[config.mk]
export PLATFORM = sky130hd
export DESIGN_NAME = clir_line_router
export DESIGN_NICKNAME = d
export VERILOG_FILES = /design/src/hdl/clir_pkg.sv /design/src/hdl/clir_pulse_if.sv /design/src/hdl/clir_line_router.sv /design/src/hdl/clir_pulse_maker.sv
export SDC_FILE = /design/constraint.sdc
export NUM_CORES = 1
export LEC_CHECK = 0
export BUFFER_PORTS_ARGS = -buffer_cell sky130_fd_sc_hd__buf_2
export CORE_ASPECT_RATIO = 1.75
export CORE_UTILIZATION = 39
export CTS_BUF_LIST = sky130_fd_sc_hd__clkbuf_4 sky130_fd_sc_hd__clkbuf_8
export DETAILED_ROUTE_END_ITERATION = 8
export PLACE_DENSITY = 0.66
export SLEW_MARGIN = 20
export SYNTH_ARGS = -nofsm -noshare
export SYNTH_HDL_FRONTEND = slang
export SYNTH_SLANG_ARGS = --single-unit
[constraint.sdc]
create_clock -name clk_i -period 5.71 [get_ports clk_i]
set_input_delay 0.571 -clock clk_i [delete_from_list [all_inputs] [get_ports clk_i]]
set_output_delay 0.571 -clock clk_i [all_outputs]
set_load 0.03 [all_outputs]
[src/hdl/clir_pkg.sv]
`default_nettype none
package clir_pkg;
	// ----------------------------------------------------------------
	// Widths and counts
	// ----------------------------------------------------------------
	localparam int DATA_W  = 32;
	localparam int ADDR_W  = 8;
	localparam int SEL_W   = 5;
	localparam int CNT_W   = 16;
	localparam int LEVEL_W = 16;
	localparam int N_OUT   = 4;
	localparam int N_IN    = 6;
	localparam int N_PM    = 4;
	localparam int N_SW    = 4;

	// ----------------------------------------------------------------
	// Register word indices
	// ----------------------------------------------------------------
	localparam logic [ADDR_W-1:0] ADDR_LEVEL    = 8'h00;
	localparam logic [ADDR_W-1:0] ADDR_CAPTURE  = 8'h01;
	localparam logic [ADDR_W-1:0] ADDR_SW_PICK  = 8'h02;
	localparam logic [ADDR_W-1:0] ADDR_SW_VALUE = 8'h03;
	localparam logic [ADDR_W-1:0] ADDR_EXP_CHAN = 8'h04;
	localparam logic [ADDR_W-1:0] ADDR_LINE     = 8'h08;
	localparam logic [ADDR_W-1:0] ADDR_PM       = 8'h10;
	localparam logic [1:0] PM_PERIOD = 2'h0;
	localparam logic [1:0] PM_RISE   = 2'h1;
	localparam logic [1:0] PM_FALL   = 2'h2;
	localparam logic [1:0] PM_CTRL   = 2'h3;

	// ----------------------------------------------------------------
	// Field positions
	// ----------------------------------------------------------------
	localparam int CAP_BEGIN_BIT = 0;
	localparam int CAP_END_BIT   = 1;
	localparam int FLIP_BIT      = 8;
	localparam int SYNC_BIT      = 8;
	localparam int ST_OUT1 = 0;
	localparam int ST_IN1  = 3;
	localparam int ST_OPTO = 4;
	localparam int ST_LINK = 6;
	localparam int ST_OUT2 = 7;
	localparam int ST_OUT3 = 8;
	localparam int ST_IN2  = 9;
	localparam int ST_OUT4 = 11;
	localparam int ST_IN3  = 12;
	localparam int ST_IN4  = 13;

	// ----------------------------------------------------------------
	// Source codes, order of the source vector
	// ----------------------------------------------------------------
	localparam logic [SEL_W-1:0] SRC_CAPTURE = 5'h00;
	localparam logic [SEL_W-1:0] SRC_EXPOSE  = 5'h01;
	localparam logic [SEL_W-1:0] SRC_LVALID  = 5'h02;
	localparam logic [SEL_W-1:0] SRC_PM0     = 5'h03;
	localparam logic [SEL_W-1:0] SRC_SW0     = 5'h07;
	localparam logic [SEL_W-1:0] SRC_IN0     = 5'h0B;
	localparam logic [SEL_W-1:0] SRC_LOGIC0  = 5'h11;
	localparam logic [SEL_W-1:0] SRC_STEP    = 5'h15;
	localparam logic [SEL_W-1:0] SRC_SENSE   = 5'h16;
	localparam logic [SEL_W-1:0] SRC_NONE    = 5'h1F;
	localparam logic [DATA_W-1:0] CLR_ALLOWED = 32'h003F_FFFE;

	typedef enum logic [1:0] {
		CHAN_COMMON = 2'b00,
		CHAN_RED    = 2'b01,
		CHAN_GREEN  = 2'b10,
		CHAN_BLUE   = 2'b11
	} clir_chan_t;

	// ----------------------------------------------------------------
	// Reset values
	// ----------------------------------------------------------------
	localparam logic [SEL_W-1:0] RST_LINE_SEL = SRC_NONE;
	localparam logic [SEL_W-1:0] RST_CLR_SEL  = SRC_NONE;
	localparam logic [CNT_W-1:0] RST_PERIOD   = 16'h000A;
	localparam logic [CNT_W-1:0] RST_RISE     = 16'h0002;
	localparam logic [CNT_W-1:0] RST_FALL     = 16'h0006;
endpackage
`default_nettype wire

[src/hdl/clir_pulse_if.sv]
`default_nettype none
interface clir_pulse_if;
	import clir_pkg::*;
	logic [CNT_W-1:0] period;
	logic [CNT_W-1:0] rise;
	logic [CNT_W-1:0] fall;
	logic             sync;
	logic             clear;
	logic             pulse;
	modport maker (input period, rise, fall, sync, clear, output pulse);
	modport ctrl  (output period, rise, fall, sync, clear, input pulse);
endinterface
`default_nettype wire

[src/hdl/clir_line_router.sv]
`default_nettype none
module clir_line_router import clir_pkg::*; (
	input  wire logic [ADDR_W-1:0]  reg_addr_i,
	input  wire logic [DATA_W-1:0]  reg_wdata_i,
	input  wire logic               reg_wr_i,
	input  wire logic               reg_rd_i,
	output var  logic [DATA_W-1:0]  reg_rdata_o,
	input  wire logic               clk_i,
	input  wire logic               srst_i,
	input  wire logic [N_IN-1:0]    in_line_i,
	input  wire logic               exposure_red_i,
	input  wire logic               exposure_green_i,
	input  wire logic               exposure_blue_i,
	input  wire logic [CNT_W-1:0]   exp_time_red_i,
	input  wire logic [CNT_W-1:0]   exp_time_green_i,
	input  wire logic [CNT_W-1:0]   exp_time_blue_i,
	input  wire logic               line_valid_i,
	input  wire logic [3:0]         logic_block_i,
	input  wire logic               rotary_step_pulse_i,
	input  wire logic               rotary_sense_i,
	output var  logic [N_OUT-1:0]   out_line_o,
	output var  logic               capture_window_o,
	output var  logic [LEVEL_W-1:0] all_lines_level_word_o
);
	// ----------------------------------------------------------------
	// Helpers
	// ----------------------------------------------------------------
	function automatic logic pick(input logic [DATA_W-1:0] vec,
	                              input logic [SEL_W-1:0] sel);
		pick = vec[sel];
	endfunction

	// ----------------------------------------------------------------
	// State
	// ----------------------------------------------------------------
	logic [SEL_W-1:0] line_drive_select [N_OUT];
	logic             line_polarity_flip [N_OUT];
	logic [1:0]       software_level_pick;
	logic [N_SW-1:0]  software_level;
	clir_chan_t       exposure_window_channel;
	logic [CNT_W-1:0] pm_period [N_PM];
	logic [CNT_W-1:0] pm_rise   [N_PM];
	logic [CNT_W-1:0] pm_fall   [N_PM];
	logic [SEL_W-1:0] pulse_maker_reset_pick [N_PM];
	logic             pulse_maker_reset_sync [N_PM];
	logic [N_PM-1:0]  pulse_maker;
	logic [DATA_W-1:0] next_rdata;
	logic [LEVEL_W-1:0] next_level_word;
	logic [N_OUT-1:0] next_out;

	clir_pulse_if pm_bus [N_PM] ();

	// ----------------------------------------------------------------
	// Bus decode
	// ----------------------------------------------------------------
	wire       wr_capture = reg_wr_i && (reg_addr_i == ADDR_CAPTURE);
	wire       wr_sw_pick = reg_wr_i && (reg_addr_i == ADDR_SW_PICK);
	wire       wr_sw_val  = reg_wr_i && (reg_addr_i == ADDR_SW_VALUE);
	wire       wr_exp     = reg_wr_i && (reg_addr_i == ADDR_EXP_CHAN);
	wire       line_hit   = reg_addr_i[7:2] == ADDR_LINE[7:2];
	wire       pm_hit     = reg_addr_i[7:4] == ADDR_PM[7:4];
	wire [1:0] line_idx   = reg_addr_i[1:0];
	wire [1:0] pm_idx     = reg_addr_i[3:2];
	wire [1:0] pm_field   = reg_addr_i[1:0];
	wire       wr_line    = reg_wr_i && line_hit;
	wire       wr_pm      = reg_wr_i && pm_hit;
	wire       cap_begin  = wr_capture && reg_wdata_i[CAP_BEGIN_BIT];
	wire       cap_end    = wr_capture && reg_wdata_i[CAP_END_BIT];
	wire [SEL_W-1:0] new_clr = reg_wdata_i[SEL_W-1:0];
	wire       clr_self   = new_clr == (SRC_PM0 + {3'b000, pm_idx});
	wire       clr_legal  = CLR_ALLOWED[new_clr] && !clr_self;
	wire       clr_accept = (new_clr == SRC_NONE) || clr_legal;

	// ----------------------------------------------------------------
	// Exposure window channel
	// ----------------------------------------------------------------
	// longest channel wins
	wire red_longest   = (exp_time_red_i >= exp_time_green_i) &&
	                     (exp_time_red_i >= exp_time_blue_i);
	wire green_longest = exp_time_green_i >= exp_time_blue_i;
	wire exp_longest   = red_longest ? exposure_red_i :
	                     green_longest ? exposure_green_i :
	                     exposure_blue_i;
	logic exposure_window;
	always_comb begin
		case (exposure_window_channel)
			CHAN_COMMON: exposure_window = exp_longest;
			CHAN_RED:    exposure_window = exposure_red_i;
			CHAN_GREEN:  exposure_window = exposure_green_i;
			CHAN_BLUE:   exposure_window = exposure_blue_i;
			default:     exposure_window = exp_longest;
		endcase
	end

	// ----------------------------------------------------------------
	// Source vector
	// ----------------------------------------------------------------
	// source set for lines
	wire [DATA_W-1:0] src_vec = {9'h000, rotary_sense_i,
	                             rotary_step_pulse_i, logic_block_i,
	                             in_line_i, software_level, pulse_maker,
	                             line_valid_i, exposure_window,
	                             capture_window_o};

	// ----------------------------------------------------------------
	// Output lines
	// ----------------------------------------------------------------
	// flip after selection
	always_comb begin
		for (int n = 0; n < N_OUT; n++) begin
			next_out[n] = pick(src_vec, line_drive_select[n]) ^
			              line_polarity_flip[n];
		end
	end

	// ----------------------------------------------------------------
	// Level word
	// ----------------------------------------------------------------
	// fixed bit positions
	always_comb begin
		next_level_word          = '0;
		next_level_word[ST_OUT1] = out_line_o[0];
		next_level_word[ST_IN1]  = in_line_i[0];
		next_level_word[ST_OPTO] = in_line_i[1];
		next_level_word[ST_LINK] = in_line_i[2];
		next_level_word[ST_OUT2] = out_line_o[1];
		next_level_word[ST_OUT3] = out_line_o[2];
		next_level_word[ST_IN2]  = in_line_i[3];
		next_level_word[ST_OUT4] = out_line_o[3];
		next_level_word[ST_IN3]  = in_line_i[4];
		next_level_word[ST_IN4]  = in_line_i[5];
	end

	// ----------------------------------------------------------------
	// Read mux
	// ----------------------------------------------------------------
	always_comb begin
		next_rdata = '0;
		if (reg_rd_i) begin
			if (reg_addr_i == ADDR_LEVEL)
				next_rdata[LEVEL_W-1:0] = all_lines_level_word_o;
			else if (reg_addr_i == ADDR_CAPTURE)
				next_rdata[0] = capture_window_o;
			else if (reg_addr_i == ADDR_SW_PICK)
				next_rdata[1:0] = software_level_pick;
			else if (reg_addr_i == ADDR_SW_VALUE)
				next_rdata[0] = software_level[software_level_pick];
			else if (reg_addr_i == ADDR_EXP_CHAN)
				next_rdata[1:0] = exposure_window_channel;
			else if (line_hit) begin
				next_rdata[SEL_W-1:0] = line_drive_select[line_idx];
				next_rdata[FLIP_BIT]  = line_polarity_flip[line_idx];
			end else if (pm_hit) begin
				case (pm_field)
					PM_PERIOD: next_rdata[CNT_W-1:0] = pm_period[pm_idx];
					PM_RISE:   next_rdata[CNT_W-1:0] = pm_rise[pm_idx];
					PM_FALL:   next_rdata[CNT_W-1:0] = pm_fall[pm_idx];
					PM_CTRL: begin
						next_rdata[SEL_W-1:0] =
							pulse_maker_reset_pick[pm_idx];
						next_rdata[SYNC_BIT]  =
							pulse_maker_reset_sync[pm_idx];
					end
					default: next_rdata = '0;
				endcase
			end
		end
	end

	// ----------------------------------------------------------------
	// Registers
	// ----------------------------------------------------------------
	always_ff @(posedge clk_i) begin
		if (srst_i) begin
			reg_rdata_o            <= '0;
			out_line_o             <= '0;
			all_lines_level_word_o <= '0;
			capture_window_o       <= 1'b0;
			software_level_pick    <= '0;
			software_level         <= '0;
			exposure_window_channel <= CHAN_COMMON;
		end else begin
			reg_rdata_o            <= next_rdata;
			out_line_o             <= next_out;
			all_lines_level_word_o <= next_level_word;
			capture_window_o <= cap_begin | (capture_window_o & ~cap_end);
			if (wr_sw_pick)
				software_level_pick <= reg_wdata_i[1:0];
			if (wr_sw_val)
				software_level[software_level_pick] <= reg_wdata_i[0];
			if (wr_exp)
				exposure_window_channel <= clir_chan_t'(reg_wdata_i[1:0]);
		end
	end

	always_ff @(posedge clk_i) begin
		if (srst_i) begin
			for (int n = 0; n < N_OUT; n++) begin
				line_drive_select[n]  <= RST_LINE_SEL;
				line_polarity_flip[n] <= 1'b0;
			end
		end else if (wr_line) begin
			line_drive_select[line_idx]  <= reg_wdata_i[SEL_W-1:0];
			line_polarity_flip[line_idx] <= reg_wdata_i[FLIP_BIT];
		end
	end

	always_ff @(posedge clk_i) begin
		if (srst_i) begin
			for (int n = 0; n < N_PM; n++) begin
				pm_period[n]              <= RST_PERIOD;
				pm_rise[n]                <= RST_RISE;
				pm_fall[n]                <= RST_FALL;
				pulse_maker_reset_pick[n] <= RST_CLR_SEL;
				pulse_maker_reset_sync[n] <= 1'b0;
			end
		end else if (wr_pm) begin
			case (pm_field)
				PM_PERIOD: pm_period[pm_idx] <= reg_wdata_i[CNT_W-1:0];
				PM_RISE:   pm_rise[pm_idx]   <= reg_wdata_i[CNT_W-1:0];
				PM_FALL:   pm_fall[pm_idx]   <= reg_wdata_i[CNT_W-1:0];
				PM_CTRL: begin
					if (clr_accept)
						pulse_maker_reset_pick[pm_idx] <= new_clr;
					pulse_maker_reset_sync[pm_idx] <= reg_wdata_i[SYNC_BIT];
				end
				default: pm_period[pm_idx] <= pm_period[pm_idx];
			endcase
		end
	end

	// ----------------------------------------------------------------
	// Pulse makers
	// ----------------------------------------------------------------
	for (genvar g = 0; g < N_PM; g++) begin : g_pm
		assign pm_bus[g].period = pm_period[g];
		assign pm_bus[g].rise   = pm_rise[g];
		assign pm_bus[g].fall   = pm_fall[g];
		assign pm_bus[g].sync   = pulse_maker_reset_sync[g];
		assign pm_bus[g].clear  = pick(src_vec & CLR_ALLOWED,
		                               pulse_maker_reset_pick[g]);
		assign pulse_maker[g]   = pm_bus[g].pulse;
		clir_pulse_maker u_pm (
			.clk_i  (clk_i),
			.srst_i (srst_i),
			.pm     (pm_bus[g])
		);
	end
endmodule
`default_nettype wire

[src/hdl/clir_pulse_maker.sv]
`default_nettype none
module clir_pulse_maker import clir_pkg::*; (
	input wire logic    clk_i,
	input wire logic    srst_i,
	clir_pulse_if.maker pm
);
	logic [CNT_W-1:0] count;
	logic [CNT_W-1:0] next_count;
	logic             clear_seen;
	logic             pend;
	wire              clear_edge = pm.clear & ~clear_seen;
	wire              wrap = (pm.period == '0) ||
	                         (count >= pm.period - 16'h0001);
	wire              want = pend | clear_edge;
	wire              async_clr = ~pm.sync & clear_edge;
	wire              sync_clr = pm.sync & want & (count >= pm.fall);

	assign next_count = (async_clr | sync_clr | wrap) ? '0 :
	                    count + 16'h0001;

	always_ff @(posedge clk_i) begin
		if (srst_i) begin
			count      <= '0;
			clear_seen <= 1'b0;
			pend       <= 1'b0;
			pm.pulse   <= 1'b0;
		end else begin
			count      <= next_count;
			clear_seen <= pm.clear;
			pend       <= pm.sync & (clear_edge | (pend & ~sync_clr));
			pm.pulse   <= (next_count >= pm.rise) &&
			              (next_count < pm.fall);
		end
	end
endmodule
`default_nettype wire
==> out/qor.csv <==
metric;value;unit
finalHoldViolCount;0;
pwr-share-comb;15.3;%
syn_avg_cell_area;10.38;um2
ys_ff_latch;355;
reg2reg_depth;21;
power;6423;uW
finalNonFillerCells;3573;
clkPwrFrac;37.6;%
clk_latency;0.68;ns
grt_pass1_wl;128.5;mm
synth_cells;2486;
status;finished, final reports clean;
start_kind;flop;
cp_max_fo;6;
p_seq_share;47.1;%
criticalPathCategory;reg2reg;
drive_gt1_share;19.26;%
wl_per_cell;24.60;um
ys_warn_count;0;
antenna_left;0;
die_x;196.5;um
cts_buffers;55;
grt_max_degree;76;
cts_tree;done;
tightest_slew;0.9856;ns
hold_path_class;in2reg;
reg2reg_slack;0.25;ns
yosysTopAreaCell;edfxtp_1;
slowest_delay;0.56;ns
final_cell_mix;ha_1, edfxtp_1, inv_1;
gp_congestion;0.9802;
track_usage;25.97;%
clock_skew;0.04060;ns
cpMaxStageDelayCell;or4_4;
ir_drop;0.1524;mV
cap_violations;0;
drt-total-wl;87.90;mm
worstPathCellList;or4_4, or3_1, or3_1, xor2_1, ha_1, a21o_1, a21oi_1, o311a_1, o211ai_2, a21o_4, nand2b_1, ha_1, nand2b_1, a21o_1, a21o_1, a21o_1, a21o_1, a2111oi_1, or4_1, a41oi_2, o21a_1;
synth_area;25810;um2
vias;20471;
p_sw_share;28.99;%
die_h;342.3;um
regArea;9509;um2
ctsHoldBuffers;0;
clock.fmax;183.1;MHz
coreArea;65320;um2
synth_ff_type;edfxtp_1;
drtIter0Drc;1462;
finalMaxSlewViolations;0;
viasPerCell;5.729;
dp_hpwl;69.57;mm
period_share;95.67;%
p_sw;1862;uW
clockRootBuffer;clkbuf_8;
powerDensity;221.2;nW/um2
io_buffers;122;
holdPathEnd;all_lines_level_word_o[4]$_SDFF_PP0_;
p_int;4561;uW
synth_edf_count;240;
required;6.27;ns
dieArea;67270;um2
r2r-end;g_pm[2].u_pm.pm.pulse$_SDFF_PP0_;
overflow;0;
fin_nets;3062;
grt_pass1_vias;20813;
multi_input_area;15160;um2
regToRegStartpoint;pm_period[2][8]$_SDFFCE_PN0P_;
clkTransAtPathRegs;0.07;ns
min_delay_path_depth;2;
crit_path_end_kind;flop;
final_common_cell;ha_1;
setup_viol;0;
antenna_found_initial;4;
leakagePower;0.01289;uW
initial_core_util;39.52;%
synth_area_leaders;edfxtp_1, ha_1, mux4_2, dfxtp_1, and2_1;
hold_start;in_line_i[1];
clockBufferDepth;3;
cpMostUsedCell;a21o_1;
ys_types;73;
pin_count;161;
yosysTopAreaCellShare;27.92;%
relSlewSlack;33.73;%
async_reset_ff_share;0;%
drc;0;
rows;124;
fillers;6060;
first_pass_iters;6;
dp_cells;3466;
cts_num_sinks;355;
fin_crit;5.463;ns
htreeDepth;2;
synth-seq-area-share;36.84;%
area_growth;12.51;%
crit_arrival;6.03;ns
through the flow:
stage / setup TNS, ns / cell area, um2 / hold WS [ns] / utilization, % / setup WS [ns]
3_5_place_dp: 0 / 27670 / 0.4437 / 42.36 / 0.1390
4_1_cts: 0 / 28890 / 0.2242 / 44.23 / 0.05957
6_report: 0 / 29040 / 0.2421 / 44.47 / 0.2470
5_1_grt: -0.01223 / 29040 / 0.2419 / 44.47 / -0.01223
3_3_place_gp: 0 / 27670 / 0.4313 / 42.36 / 0.06520
2_1_floorplan: 0 / 25890 / 0.4145 / - / 0.6901
cell usage after synthesis, types with 8 or more instances:
cell type and n:
a21o_1 76, nand4_1 38, xor2_1 44, edfxtp_1 240, nand2b_1 39, and3_1 70, a21oi_1 72, o21ai_0 64
o21bai_1 11, nor3_2 14, o21ai_1 9, or3_1 31, mux4_2 103, nor3_1 102, inv_1 194, clkbuf_1 74
mux2i_1 43, a2111oi_0 8, and2_1 137, nand3b_1 14, o21a_1 9, xnor2_1 70, a22o_1 8, nand3_1 45
nor2b_1 38, ha_1 311, a211oi_1 29, nand2_1 87, dfxtp_1 115, buf_2 23, or2_2 34, nor2_1 172
buf_4 23, or4_1 11, or3b_2 8, nor4_1 13
worst max-delay path, delay by kind of cell, from the launching register on:
family	cells	cell delay [ns]
simple gates	6	1.79
compound gates	12	2.33
xor+xnor	1	0.17
fa+ha+maj	2	0.57
flops	1	0.48
metal layers:
metal | global-route usage (%) | wire length (um) | vias up
met1 | 26.23 | 29420 | 9879
li1 | - | - | 9391
met5 | 0 | 23 | -
met3 | 3.150 | 5313 | 293
met4 | 23.08 | 8628 | 4
met2 | 46.73 | 44510 | 904
layout make-up:
type                    instances  share of cell area [%]
multi-input cells            1826                   52.20
well taps                     882                   3.800
diodes                          1                0.008616
clock buffers                  78                   3.373
flip-flops and latches        355                   32.74
inverters                     194                   2.507
clock inverters                26                  0.8228
repair buffers                211                   4.545
cell families after synthesis:
logic type / Yosys count / synth area share (%)
and+or+nand+nor: 865 / 18.22
DFF: 355 / 36.84
other: 1 / 0.01453
xor gates and xnor gates: 114 / 3.868
adders and majority gates: 311 / 15.07
muxes: 153 / 10.96
AOI/OAI and AO/OA: 361 / 9.723
buffers and inverters: 326 / 5.307
registers in the layout (all words and copies together), names as in the netlist, 2 cells and up:
name,flops
pulse_maker_reset_pick,20
g_pm.u_pm.count,64
g_pm.u_pm.clear_seen,4
out_line_o,4
g_pm.u_pm.pm.pulse,4
pm_rise,64
pulse_maker_reset_sync,4
g_pm.u_pm.pend,4
all_lines_level_word_o,10
reg_rdata_o,16
pm_period,64
software_level,4
pm_fall,64
line_polarity_flip,4
exposure_window_channel,2
software_level_pick,2
line_drive_select,20
how the worst max path moves through the flow:
stage / start / to / slack, ns
2_1_floorplan: pm_period[3][2]$_DFFE_PP_ / g_pm[3].u_pm.pm.pulse$_SDFF_PP0_ / 0.69
3_3_place_gp: pm_period[0][1]$_SDFFCE_PN1P_ / g_pm[0].u_pm.pm.pulse$_SDFF_PP0_ / 0.07
3_5_place_dp: pm_period[0][0]$_SDFFCE_PN0P_ / g_pm[0].u_pm.pm.pulse$_SDFF_PP0_ / 0.14
4_1_cts: pm_period[0][0]$_SDFFCE_PN0P_ / g_pm[0].u_pm.pm.pulse$_SDFF_PP0_ / 0.06
5_1_grt: pm_period[0][0]$_SDFFCE_PN0P_ / g_pm[0].u_pm.pm.pulse$_SDFF_PP0_ / -0.01
6_report: pm_period[2][8]$_SDFFCE_PN0P_ / g_pm[2].u_pm.pm.pulse$_SDFF_PP0_ / 0.25
power groups by stage:
| stage | sequential [uW] | clock (uW) | combinational (uW) |
|---|---|---|---|
| global placement | 3070 | 0 | 934 |
| floorplan | 2980 | 0 | 651 |
| global route | 3030 | 2530 | 1070 |
| detailed placement | 3070 | 0 | 965 |
| finish | 3030 | 2410 | 985 |
| CTS | 3020 | 2430 | 970 |
repair_timing:
action / 4_1_cts / 5_1_grt
endpoints found under the setup margin: 0 / 4
hold endpoints to repair: 0 / 0
gates resized for setup: 0 / 38
setup buffers: 0 / 2
(Power assumes the default switching activity.)
